<file path="src/shared/wdtf_pkg.sv">
/*
 watchdog with feed: shared constants, types and helpers.
 assumes one clock (cpu clock) and a special function register port from the core.
*/
// What this block does
// - underflow resets the device only when config bit 7 is set.
// - after reset the watchdog counts, run bit comes up set.
// - run bit 2 starts counting when one, stops when zero.
// - reset-enable clear: plain timer, underflow interrupt gated by the irqEnable input.
// - datapath is a 13-bit prescaler feeding an 8-bit down counter.
// - clock-select bit 0 picks watchdog oscillator when set, peripheral clock when clear.
// - underflow with reset function enabled asserts the watchdog reset.
// - watchdog reset lasts at least one selected watchdog clock cycle.
// - reset in power-down restarts oscillator, execution waits until it is stable.
// - reset-enable zero: no reset, timer usable, safety bit ignored.
// - reset-enable set, safety clear: software picks clock source freely.
// - both set: clock-select and run forced one, control and load write once.
// - control values take effect at a feed in watchdog mode; load values take effect at a feed or an underflow.
// - feed is A5 to first feed register then 5A to second.
// - no register write allowed between the two feed writes.
// - in watchdog mode an incorrect feed causes an immediate watchdog reset.
// - watchdog mode: control write must be followed directly by a feed.
// - timer mode: shadow copies control every cycle, load only through feed or underflow.
// - time-out is 2^(5+tap)*(load+1)+1 watchdog clocks.
// - time-out flag bit 1 sets on underflow, cleared by a watchdog-mode feed or zero write.
// - tap field bits 7..5 selects the prescaler tap.
// - only power-on reset returns the watchdog to its initial state.
// - clock change applies after feed (timer mode: at once): two old ticks out, two new in.
// - timer mode underflow reloads the load value and keeps counting.
// - timer mode ignores incorrect feeds.
package wdtf_pkg;
   localparam logic [7:0] ADDR_CTRL = 8'ha7;
   localparam logic [7:0] ADDR_RELOAD = 8'hb5;
   localparam logic [7:0] ADDR_FEED1 = 8'hb6;
   localparam logic [7:0] ADDR_FEED2 = 8'hb7;
   localparam logic [7:0] FEED1_KEY = 8'ha5;
   localparam logic [7:0] FEED2_KEY = 8'h5a;
   localparam int CTRL_CLK_BIT = 0;
   localparam int CTRL_TOF_BIT = 1;
   localparam int CTRL_RUN_BIT = 2;
   localparam int CTRL_PRE_LSB = 5;
   localparam int CFG_RSTEN_BIT = 7;
   localparam int CFG_SAFE_BIT = 4;
   localparam logic [2:0] PRE_RST = 3'h7;
   localparam logic [7:0] RELOAD_RST = 8'hff;
   localparam logic [3:0] PRE_BASE = 4'h5;
   localparam int PRESCALE_W = 13;
   localparam logic [1:0] SWITCH_TICKS = 2'h2;

   typedef struct packed {
      logic wr;
      logic rd;
      logic [7:0] addr;
      logic [7:0] wdata;
   } wdtf_sfr_req_t;

   typedef struct packed {
      logic [2:0] pre;
      logic run;
      logic clkSel;
   } wdtf_ctrl_t;

   typedef enum logic [0:0] {FEED_IDLE = 1'b0, FEED_GOT1 = 1'b1} wdtf_feed_st_t;
   typedef enum logic [1:0] {CS_RUN = 2'b00, CS_DESEL = 2'b01, CS_SEL = 2'b10} wdtf_cs_st_t;

   typedef struct packed {
      wdtf_cs_st_t st;
      logic active;
      logic [1:0] cnt;
   } wdtf_cs_state_t;

   typedef struct packed {
      wdtf_ctrl_t ctrlSfr;
      wdtf_ctrl_t shadow;
      logic [7:0] reload;
      logic [7:0] count;
      logic tof;
      wdtf_feed_st_t feedSt;
      logic mustFeed;
      logic ctrlWritten;
      logic reloadWritten;
      logic undPend;
      logic rstAct;
      logic rstTickSeen;
      logic pdLatch;
      logic pclkPh;
      logic oscPrev;
      logic [7:0] rdata;
   } wdtf_state_t;

   // last prescaler count before the counter tap fires
   function automatic logic [PRESCALE_W-1:0] tap_last(input logic [2:0] pre);
      logic [PRESCALE_W:0] one;
      one = (PRESCALE_W+1)'(1);
      tap_last = PRESCALE_W'((one << (PRE_BASE + {1'b0, pre})) - one);
   endfunction
endpackage

</file>
<file path="src/hw/wdtf_clk_sel.sv">
/*
 watchdog clock source switch: turns the chosen source's ticks into one tick stream.
 assumes source ticks are one-cycle pulses in the cpu clock domain.
*/
`timescale 1ns/1ns
module wdtf_clk_sel
(
   input wire logic mclk,
   input wire logic rst_n,
   input wire logic selReq,
   input wire logic pclkTick,
   input wire logic oscTick,
   output logic wdTick,
   output logic activeSel
);
   wdtf_pkg::wdtf_cs_state_t state_reg;
   wdtf_pkg::wdtf_cs_state_t state_next;
   logic oldTick;
   logic newTick;

   assign oldTick = state_reg.active ? oscTick : pclkTick;
   assign newTick = selReq ? oscTick : pclkTick;
   assign activeSel = state_reg.active;
   // no ticks leave while switching, so the count pauses rather than glitches
   assign wdTick = (state_reg.st == wdtf_pkg::CS_RUN) && oldTick;

   always_comb
   begin
      state_next = state_reg;
      case (state_reg.st)
         wdtf_pkg::CS_RUN:
         begin
            if (selReq != state_reg.active)
            begin
               state_next.st = wdtf_pkg::CS_DESEL;
               state_next.cnt = 2'h0;
            end
         end
         wdtf_pkg::CS_DESEL:
         begin
            if (oldTick)
            begin
               state_next.cnt = state_reg.cnt + 2'h1;
               if (state_reg.cnt + 2'h1 == wdtf_pkg::SWITCH_TICKS)
               begin
                  state_next.st = wdtf_pkg::CS_SEL;
                  state_next.active = selReq;
                  state_next.cnt = 2'h0;
               end
            end
         end
         wdtf_pkg::CS_SEL:
         begin
            if (oldTick)
            begin
               state_next.cnt = state_reg.cnt + 2'h1;
               if (state_reg.cnt + 2'h1 == wdtf_pkg::SWITCH_TICKS)
               begin
                  state_next.st = wdtf_pkg::CS_RUN;
               end
            end
         end
         default:
         begin
            state_next.st = wdtf_pkg::CS_RUN;
         end
      endcase
   end

   always_ff @(posedge mclk)
   begin
      if (!rst_n)
      begin
         state_reg <= '{st: wdtf_pkg::CS_RUN, active: 1'b1, cnt: 2'h0};
      end
      else
      begin
         state_reg <= state_next;
      end
   end
endmodule

</file>
<file path="src/hw/wdtf_prescaler.sv">
/*
 watchdog prescaler: counts watchdog ticks, pulses at the selected tap.
 assumes tick and clear are one-cycle pulses on mclk.
*/
`timescale 1ns/1ns
module wdtf_prescaler
#(
   parameter int WIDTH = wdtf_pkg::PRESCALE_W
)
(
   input wire logic mclk,
   input wire logic rst_n,
   input wire logic tick,
   input wire logic clear,
   input wire logic [2:0] pre,
   output logic decPulse
);
   logic [WIDTH-1:0] state_reg;
   logic [WIDTH-1:0] state_next;

   assign decPulse = tick && !clear && (state_reg == wdtf_pkg::tap_last(pre));

   always_comb
   begin
      state_next = state_reg;
      if (clear)
      begin
         state_next = '0;
      end
      else if (decPulse)
      begin
         state_next = '0;
      end
      else if (tick)
      begin
         state_next = state_reg + WIDTH'(1);
      end
   end

   always_ff @(posedge mclk)
   begin
      if (!rst_n)
      begin
         state_reg <= '0;
      end
      else
      begin
         state_reg <= state_next;
      end
   end
endmodule

</file>
<file path="src/hw/wdtf_top.sv">
/*
 watchdog timer with feed sequence, reached as special function registers.
 assumes rst_n is the power-on reset only; other resets of the chip leave this block alone.
 the watchdog oscillator arrives as a synchronous level on oscIn.
*/
`timescale 1ns/1ns
module wdtf_top
(
   input wire logic mclk,
   input wire logic rst_n,
   input wire wdtf_pkg::wdtf_sfr_req_t sfrReq,
   output logic [7:0] sfrRdata,
   input wire logic [7:0] nvCfg,
   input wire logic oscIn,
   input wire logic powerDown,
   input wire logic oscStable,
   input wire logic irqEnable,
   output logic wdtReset,
   output logic oscRestart,
   output logic irq
);
   wdtf_pkg::wdtf_state_t state_reg;
   wdtf_pkg::wdtf_state_t state_next;
   logic rstEn;
   logic lock;
   logic effRun;
   logic effClk;
   logic wrCtrl;
   logic wrReload;
   logic wrFeed1;
   logic wrFeed2;
   logic wrOther;
   logic feedDone;
   logic badFeed;
   logic pclkTick;
   logic oscTick;
   logic wdTick;
   logic decPulse;
   logic underflow;
   logic tofSet;

   assign rstEn = nvCfg[wdtf_pkg::CFG_RSTEN_BIT];
   // safety bit only counts with reset enabled
   assign lock = rstEn && nvCfg[wdtf_pkg::CFG_SAFE_BIT];
   assign effRun = state_reg.shadow.run || lock;
   assign effClk = state_reg.shadow.clkSel || lock;

   assign wrCtrl = sfrReq.wr && sfrReq.addr == wdtf_pkg::ADDR_CTRL;
   assign wrReload = sfrReq.wr && sfrReq.addr == wdtf_pkg::ADDR_RELOAD;
   assign wrFeed1 = sfrReq.wr && sfrReq.addr == wdtf_pkg::ADDR_FEED1;
   assign wrFeed2 = sfrReq.wr && sfrReq.addr == wdtf_pkg::ADDR_FEED2;
   assign wrOther = sfrReq.wr && !wrFeed1 && !wrFeed2;

   // peripheral clock is half the cpu clock and stops in power-down
   assign pclkTick = state_reg.pclkPh && !powerDown;
   assign oscTick = oscIn && !state_reg.oscPrev;
   assign underflow = decPulse && state_reg.count == 8'h00;
   assign tofSet = state_reg.undPend && wdTick;

   wdtf_clk_sel u_clk_sel
   (
      .mclk(mclk),
      .rst_n(rst_n),
      .selReq(effClk),
      .pclkTick(pclkTick),
      .oscTick(oscTick),
      .wdTick(wdTick),
      .activeSel()
   );

   wdtf_prescaler #(.WIDTH(wdtf_pkg::PRESCALE_W)) u_prescaler
   (
      .mclk(mclk),
      .rst_n(rst_n),
      .tick(wdTick && effRun),
      .clear(feedDone),
      .pre(state_reg.shadow.pre),
      .decPulse(decPulse)
   );

   always_comb
   begin
      state_next = state_reg;
      feedDone = 1'b0;
      badFeed = 1'b0;
      state_next.pclkPh = !state_reg.pclkPh;
      state_next.oscPrev = oscIn;

      // feed checker
      case (state_reg.feedSt)
         wdtf_pkg::FEED_IDLE:
         begin
            if (wrFeed1)
            begin
               if (sfrReq.wdata == wdtf_pkg::FEED1_KEY)
               begin
                  state_next.feedSt = wdtf_pkg::FEED_GOT1;
               end
               else
               begin
                  badFeed = 1'b1;
               end
            end
            else if (wrFeed2)
            begin
               badFeed = 1'b1;
            end
            else if (state_reg.mustFeed && sfrReq.wr)
            begin
               badFeed = 1'b1;
            end
         end
         wdtf_pkg::FEED_GOT1:
         begin
            if (sfrReq.wr)
            begin
               state_next.feedSt = wdtf_pkg::FEED_IDLE;
               if (wrFeed2 && sfrReq.wdata == wdtf_pkg::FEED2_KEY)
               begin
                  feedDone = 1'b1;
               end
               else
               begin
                  badFeed = 1'b1;
               end
            end
         end
         default:
         begin
            state_next.feedSt = wdtf_pkg::FEED_IDLE;
         end
      endcase

      if (feedDone || badFeed)
      begin
         state_next.mustFeed = 1'b0;
      end

      // software side of control and load
      if (wrCtrl)
      begin
         if (!(lock && state_reg.ctrlWritten))
         begin
            state_next.ctrlSfr.pre = sfrReq.wdata[wdtf_pkg::CTRL_PRE_LSB +: 3];
            state_next.ctrlSfr.run = sfrReq.wdata[wdtf_pkg::CTRL_RUN_BIT];
            state_next.ctrlSfr.clkSel = sfrReq.wdata[wdtf_pkg::CTRL_CLK_BIT];
            state_next.ctrlWritten = 1'b1;
         end
         if (!sfrReq.wdata[wdtf_pkg::CTRL_TOF_BIT])
         begin
            state_next.tof = 1'b0;
         end
         if (rstEn)
         begin
            state_next.mustFeed = 1'b1;
         end
      end
      if (wrReload && !(lock && state_reg.reloadWritten))
      begin
         state_next.reload = sfrReq.wdata;
         state_next.reloadWritten = 1'b1;
      end

      // shadow control: every cycle in timer mode, else only on a feed
      if (!rstEn)
      begin
         state_next.shadow = state_reg.ctrlSfr;
      end
      else if (feedDone)
      begin
         state_next.shadow = state_reg.ctrlSfr;
      end

      // down counter
      if (feedDone)
      begin
         state_next.count = state_reg.reload;
         state_next.undPend = 1'b0;
         if (rstEn)
         begin
            state_next.tof = 1'b0;
         end
      end
      else if (underflow)
      begin
         // reload and keep going; the extra tick before the flag gives the +1
         state_next.count = state_reg.reload;
         state_next.undPend = 1'b1;
      end
      else if (decPulse)
      begin
         state_next.count = state_reg.count - 8'h01;
      end
      if (tofSet && !underflow)
      begin
         state_next.undPend = 1'b0;
      end

      // flag set wins over any clear in the same cycle
      if (tofSet)
      begin
         state_next.tof = 1'b1;
      end

      // reset request: released on the tick that closes a whole watchdog clock period
      // after the first one, so a tick right after the raise cannot cut it short
      if (state_reg.rstAct)
      begin
         if (wdTick)
         begin
            state_next.rstTickSeen = 1'b1;
         end
         if (state_reg.rstTickSeen && wdTick && (!state_reg.pdLatch || oscStable))
         begin
            state_next.rstAct = 1'b0;
            state_next.rstTickSeen = 1'b0;
            state_next.pdLatch = 1'b0;
         end
      end
      // timer mode drops both bad feeds and underflow resets
      if (rstEn && ((tofSet) || badFeed))
      begin
         state_next.rstAct = 1'b1;
         state_next.rstTickSeen = 1'b0;
         state_next.pdLatch = state_reg.pdLatch || powerDown;
      end

      // read port
      if (sfrReq.rd)
      begin
         if (sfrReq.addr == wdtf_pkg::ADDR_CTRL)
         begin
            state_next.rdata = 8'h00;
            state_next.rdata[wdtf_pkg::CTRL_PRE_LSB +: 3] = state_reg.ctrlSfr.pre;
            state_next.rdata[wdtf_pkg::CTRL_RUN_BIT] = state_reg.ctrlSfr.run || lock;
            state_next.rdata[wdtf_pkg::CTRL_TOF_BIT] = state_reg.tof;
            state_next.rdata[wdtf_pkg::CTRL_CLK_BIT] = state_reg.ctrlSfr.clkSel || lock;
         end
         else if (sfrReq.addr == wdtf_pkg::ADDR_RELOAD)
         begin
            state_next.rdata = state_reg.reload;
         end
         else
         begin
            state_next.rdata = 8'h00;
         end
      end
   end

   always_ff @(posedge mclk)
   begin
      if (!rst_n)
      begin
         // power-on only; the block's own reset request does not come back here
         state_reg <= '0;
         state_reg.ctrlSfr <= '{pre: wdtf_pkg::PRE_RST, run: 1'b1, clkSel: 1'b1};
         state_reg.shadow <= '{pre: wdtf_pkg::PRE_RST, run: 1'b1, clkSel: 1'b1};
         state_reg.reload <= wdtf_pkg::RELOAD_RST;
         state_reg.count <= wdtf_pkg::RELOAD_RST;
         // a high oscillator at release must not look like a fresh edge
         state_reg.oscPrev <= oscIn;
      end
      else
      begin
         state_reg <= state_next;
      end
   end

   assign sfrRdata = state_reg.rdata;
   assign wdtReset = state_reg.rstAct;
   assign oscRestart = state_reg.rstAct && state_reg.pdLatch;
   assign irq = state_reg.tof && !rstEn && irqEnable;
endmodule

</file>
<file path="config.mk">
export PLATFORM = sky130hd
export DESIGN_NAME = wdtf_top
export DESIGN_NICKNAME = d
export VERILOG_FILES = /design/src/shared/wdtf_pkg.sv /design/src/hw/wdtf_clk_sel.sv /design/src/hw/wdtf_prescaler.sv /design/src/hw/wdtf_top.sv
export SDC_FILE = /design/constraint.sdc
export NUM_CORES = 1
export LEC_CHECK = 0
export BUFFER_PORTS_ARGS = -buffer_cell sky130_fd_sc_hd__buf_2
export CAP_MARGIN = 30
export CORE_ASPECT_RATIO = 1.2
export CORE_UTILIZATION = 52
export DETAILED_ROUTE_END_ITERATION = 10
export GPL_TIMING_DRIVEN = 0
export HOLD_SLACK_MARGIN = 0.15
export PLACE_DENSITY = 0.86
export SLEW_MARGIN = 20
export SYNTH_ARGS = -nofsm -noshare
export SYNTH_HDL_FRONTEND = slang
export SYNTH_HIERARCHICAL = 1
export SYNTH_SLANG_ARGS = --single-unit
</file>
<file path="constraint.sdc">
create_clock -name mclk -period 3.3 [get_ports mclk]
set_input_delay 0.66 -clock mclk [delete_from_list [all_inputs] [get_ports mclk]]
set_output_delay 0.66 -clock mclk [all_outputs]
set_load 0.03 [all_outputs]
</file>
## Word-level counts from Yosys, hierarchy flattened

Index checks and enable logic that the tools add are counted.

- $add $sub $neg: 5
- Eq/ne operators: 17
- Shifts and indexed selects: 1
- Multiplexer cells: 44
- Bitwise gates (word level): 3
- Reduce and logical (&&, ||, !) cells: 57

Operators by type and width:

| operator | count |
|---|---|
| 8-bit == test (second input constant) | 5 |
| 8-bit 2-to-1 mux | 5 |
| 1-bit logical AND | 25 |
| 1-bit 2-to-1 mux | 22 |
| 5-bit 2-to-1 mux | 4 |
| 13-bit by 1-bit adder with 13-bit output (second input constant) | 1 |
| 13-bit == test | 1 |
| 1-bit by 4-bit << shifter with 13-bit output (first input constant) | 1 |
| 13-bit by 1-bit subtractor with 13-bit output (second input constant) | 1 |
| 2-bit 2-to-1 mux | 6 |
| 2-bit case mux with 3 select lines | 2 |
| 2-bit by 1-bit inequality test with 1-bit output (second input constant) | 5 |
| 3-bit 2-to-1 mux | 3 |
| 8-bit by 7-bit == test with 1-bit output (second input constant) | 1 |
| 1-bit zero test | 8 |
| 8-bit zero test | 1 |
| 1-bit logical OR | 8 |
| 8-bit by 1-bit subtractor with 8-bit output (second input constant) | 1 |
| 2-bit AND reduction | 3 |
| 2-bit nonzero test | 3 |
| 3-bit nonzero test | 2 |
| 3-bit OR reduction | 2 |
| 5-bit AND reduction | 1 |
| 3-bit by 3-bit adder with 4-bit output (first input constant) | 1 |
| 11 further kinds | 15 |

- Register bits: 63
- Input bits: 32
- Output and inout port bits: 11
- Word-level logic and storage cells: 151

## Logic depth before layout (Yosys ltp)

- Depth in word-level cells: 13
- Gate-level depth with buffers: 16
- Depth with buffers taken out: 12

## Modules after synthesis

Netlist, hierarchy kept.

By module, submodules not included:

| module | instances | cells an instance | area an instance (um^2) | sequential area each (um^2) |
|---|---|---|---|---|
| wdtf_top | 1 | 247 | 2,187.1 | 900.9 |
| wdtf_prescaler | 1 | 101 | 869.6 | 260.2 |
| wdtf_clk_sel | 1 | 46 | 395.4 | 100.1 |

## Worst setup path before layout

OpenSTA, ideal clock, no wires.

- Path kind: in2reg
- Start: in sfrReq[7] (netlist bit)
- End: reg state_reg[24] (netlist name)
- Library setup time: 144 ps
- Data arrival time: 3,294 ps
- Required time: 3,156 ps
- Setup slack: -138 ps
- Cell stages on the path: 14
- Buffers on the path: 3
- Cells stage by stage: or4b_1 or4_4 nor2_8 or4b_4 nor4_4 buf_6 and3_1 clkbuf_4 nand4b_1 o21a_1 buf_6 clkinv_1 a21oi_1 o221ai_1

RTL lines:

| item | RTL line | RTL |
|---|---|---|
| start: declaration | wdtf_top.sv:11 | `input wire wdtf_pkg::wdtf_sfr_req_t sfrReq,` |

## Final worst setup path

- Start: in powerDown
- End: reg u_prescaler.state_reg[10]

- Longest elaborated chain between the ends: 8

RTL lines:

| item | RTL line | RTL |
|---|---|---|
| start: declaration | wdtf_top.sv:15 | `input wire logic powerDown,` |
| 1-bit zero test (*) | wdtf_top.sv:55 | `assign pclkTick = state_reg.pclkPh && !powerDown;` |
| 1-bit logical AND (*) | wdtf_top.sv:55 |  |
| via pclkTick | wdtf_top.sv:35 | `logic pclkTick;` |
| 1-bit 2-to-1 mux (*) | wdtf_clk_sel.sv:21 | `assign oldTick = state_reg.active ? oscTick : pclkTick;` |
| 1-bit logical AND (*) | wdtf_clk_sel.sv:25 | `assign wdTick = (state_reg.st == wdtf_pkg::CS_RUN) && oldTick;` |
| via wdTick | wdtf_top.sv:37 | `logic wdTick;` |
| 1-bit logical AND (*) | wdtf_top.sv:75 | `.tick(wdTick && effRun),` |
| 1-bit logical AND (2 in series) | wdtf_prescaler.sv:21 | `assign decPulse = tick && !clear && (state_reg == wdtf_pkg::tap_last(pre));` |
| 3-bit OR reduction (no line) | - |  |
| end signal: assignment | wdtf_prescaler.sv:48 | `state_reg <= state_next;` |
| end: declaration | wdtf_prescaler.sv:18 | `logic [WIDTH-1:0] state_reg;` |

Mark *: on every way through the listed nets, which the timed path passes. The rest lies on a longest branch.
A chain may end at the register's enable or synchronous reset.

==> results.yml <==
run_status:
  status: "finished clean"
place:
  dp_cells: 514
  dp_slack_ns: -0.727
  gp_congestion: 0.956
  dp_hpwl_um: 5980
  portBuffers: 35
synth:
  synthTopCellsByArea: "dfxtp_1 37%, mux2i_1 6.4%, nand2_1 6.1%, ha_1 3.6%, o21ai_0 2.6%"
  synth_top_area_cell: "dfxtp_1"
  yosysMostFrequentCell: "dfxtp_1"
  async_reset_ff_share_pct: 0
  synth_edf_count: 0
  synth_cells: 394
  synth_commonest_cells: "63 x dfxtp_1, 56 x nand2_1, 22 x mux2i_1"
  syn-mean-instance-area_um2: 8.76
  ys_types: 68
  ys.flop_type: "dfxtp_1"
  yosys_warnings: 6
  yosysTopAreaCellShare_pct: 36.5
  syn_area_um2: 3450
  ys_ff_latch: 63
  postSynthNetCount: 436
  ys_seq_area_share_pct: 36.5
clock_network:
  path_clk_slew_ns: 0.07
  cts_hold_buf: 0
  htree_levels: 3
  cts_tree: "yes"
  clk_latency_ns: 0.35
  clock_path_buffers: 2
  cts_buffers: 9
  cts_root_buf: "clkbuf_8"
  cts_sinks: 63
global_route:
  grt_overflow: 0
  antenna_found_initial: 0
  grt_pass1_wl_um: 14100
  grt_max_degree: 13
  grt_pass1_vias: 3148
  grt.total_usage_pct: 25.6
timing:
  setup_viol: 0
  hold_viol_final: 0
  period_needed_ns: 3.19
  fmaxAchievable_ghz: 0.314
  rsz0062_at_grt: "false"
  slew_viol_final: 0
  timing.final.crit_share_pct: 96.7
  setup_slack_ns: 0.110
  relSlewSlack_pct: 50.9
  worst_slew_pin_slew_ns: 0.729
  clock_skew_ns: 0.00689
flow_run:
  max-cap-violations: 0
worst_setup_path:
  timing.critical_path.mode_cell: "buf_4"
  path_max_fanout: 10
  worst_setup_path_end_kind: "flop"
  slowest_delay_ns: 0.30
  arrival_ns: 3.41
  crit_chain: "buf_2 > nor2b_1 > mux2_4 > and2_4 > o21a_1 > clkbuf_4 > nand4_1 > buf_4 > buf_4 > buf_4 > buf_4 > buf_4 > buf_4 > buf_4 > buf_2 > o31a_1 > o21ai_0 > a31oi_1"
  cp-start-kind: "input port"
  path_class: "in -> reg"
  cpMaxStageDelayCell: "o31a_1"
  cp_data_required_time_ns: 3.52
final_layout:
  fillCellCount: 508
  antenna_cells: 0
  fin_util_pct: 64.0
  fin_nets: 498
  fin_cells: 546
  syn_to_final_growth_pct: 18.8
  largest_reg_flops: 36
  drive_gt1_share_pct: 24.3
power:
  powerDensity_nw_per_um2: 387
  leakagePower_nw: 1.78
  combPwrFrac_pct: 8.5
  seqPwrFrac_pct: 49.1
  vdd_drop_max_uv: 238
  power_mw: 1.59
  switchingPower_mw: 0.411
  power_frac_clock_pct: 42.4
  p_sw_share_pct: 25.9
  p_int_mw: 1.18
die:
  start_util_pct: 53.9
  die_w_um: 76.4
  core-area_um2: 6410
  rows: 32
  fp.dieH_um: 91.3
  die_area_um2: 6970
  io_pins: 43
detailed_routing:
  wl_per_cell_um: 15.9
  antenna_left: 0
  drt_iter0_markers: 198
  remaining_drc_errors: 0
  viasPerCell: 6.03
  drt_wl_total_um: 8680
  drt-pass1-iter-count: 5
  vias: 3294
hold_path:
  worstHoldPathType: "reg -> reg"
[worst max-delay path, delay by kind of cell]
| family | cells | cell delay [ns] |
|---|---|---|
| AO/OA/AOI/OAI | 4 | 0.67 |
| buffers and inverters | 10 | 1.40 |
| multiplexers | 1 | 0.20 |
| AND/OR/NAND/NOR | 3 | 0.47 |
[cells in the final DEF (no fill, tap or decap), types with 9 or more instances in the layout]
| master | count |
|---|---|
| mux2i_1 | 22 |
| a21oi_1 | 10 |
| a31oi_1 | 9 |
| clkbuf_1 | 9 |
| o21ai_0 | 17 |
| nor2_1 | 12 |
| dfxtp_1 | 63 |
| buf_4 | 22 |
| ha_1 | 10 |
| clkbuf_8 | 9 |
| nand2_1 | 56 |
| inv_1 | 13 |
| buf_2 | 41 |
| nand3_1 | 13 |
[power groups by stage]
stage / registers, mW / logic [mW] / clock network [mW]
detailed placement: 0.797 / 0.129 / 0
finish: 0.780 / 0.135 / 0.673
global route: 0.781 / 0.145 / 0.717
floorplan: 0.795 / 0.0842 / 0
CTS: 0.779 / 0.131 / 0.686
global placement: 0.797 / 0.124 / 0
[cell type report]
class | instances | area [um^2] | share of cell area (%)
multi-input combinational | 289 | 2010 | 49.0
timing repair buffer | 52 | 295 | 7.20
inverter | 14 | 60.1 | 1.46
clock inverter | 7 | 72.6 | 1.77
clock buffer | 9 | 124 | 3.02
buffer | 27 | 170 | 4.15
tap | 85 | 106 | 2.59
sequential | 63 | 1260 | 30.8
[path summary, 6_finish.rpt]
| kind | to | depth (start not counted) | from | slack [ns] |
|---|---|---|---|---|
| max | u_prescaler/state_reg[10] | 18 | powerDown | 0.11 |
| min | state_reg[9] | 1 | state_reg[9] | 0.42 |
| max reg2reg | u_prescaler/state_reg[10] | 17 | state_reg[9] | 0.19 |
| min reg2reg | state_reg[9] | 1 | state_reg[9] | 0.42 |
[kinds of logic after synthesis]
family | Yosys count | share of synthesized area, %
compound gates | 94 | 19.1
flops | 63 | 36.5
simple gates | 152 | 24.8
xor+xnor | 10 | 2.54
fa+ha+maj | 10 | 3.62
buf+inv | 42 | 6.60
mux | 23 | 6.81
[repair_timing]
| action | in CTS | in global routing |
|---|---|---|
| pin swaps | 3 | 6 |
| buffers inserted | 11 | 3 |
| endpoints found under the hold margin | 0 | 0 |
| gates cloned | 0 | 1 |
| gates resized for setup | 3 | 8 |
| setup endpoints to repair | 7 | 12 |
[per-stage QoR]
stage,area (um^2),hold WS (ns),setup TNS [ns]
4_1_cts,4040,0.414,0
5_1_grt,4100,0.419,0
3_3_place_gp,3760,0.395,-4.46
2_1_floorplan,3480,0.384,-0.302
6_report,4100,0.424,0
3_5_place_dp,3760,0.399,-5.15
[layer usage]
layer	GRT usage [%]	share of wire [%]
met3	6.53	5.3
met4	16.0	3.5
met5	0	0
met1	27.2	41
met2	44.8	50
No activity file was read; power rests on OpenSTA's default activity.
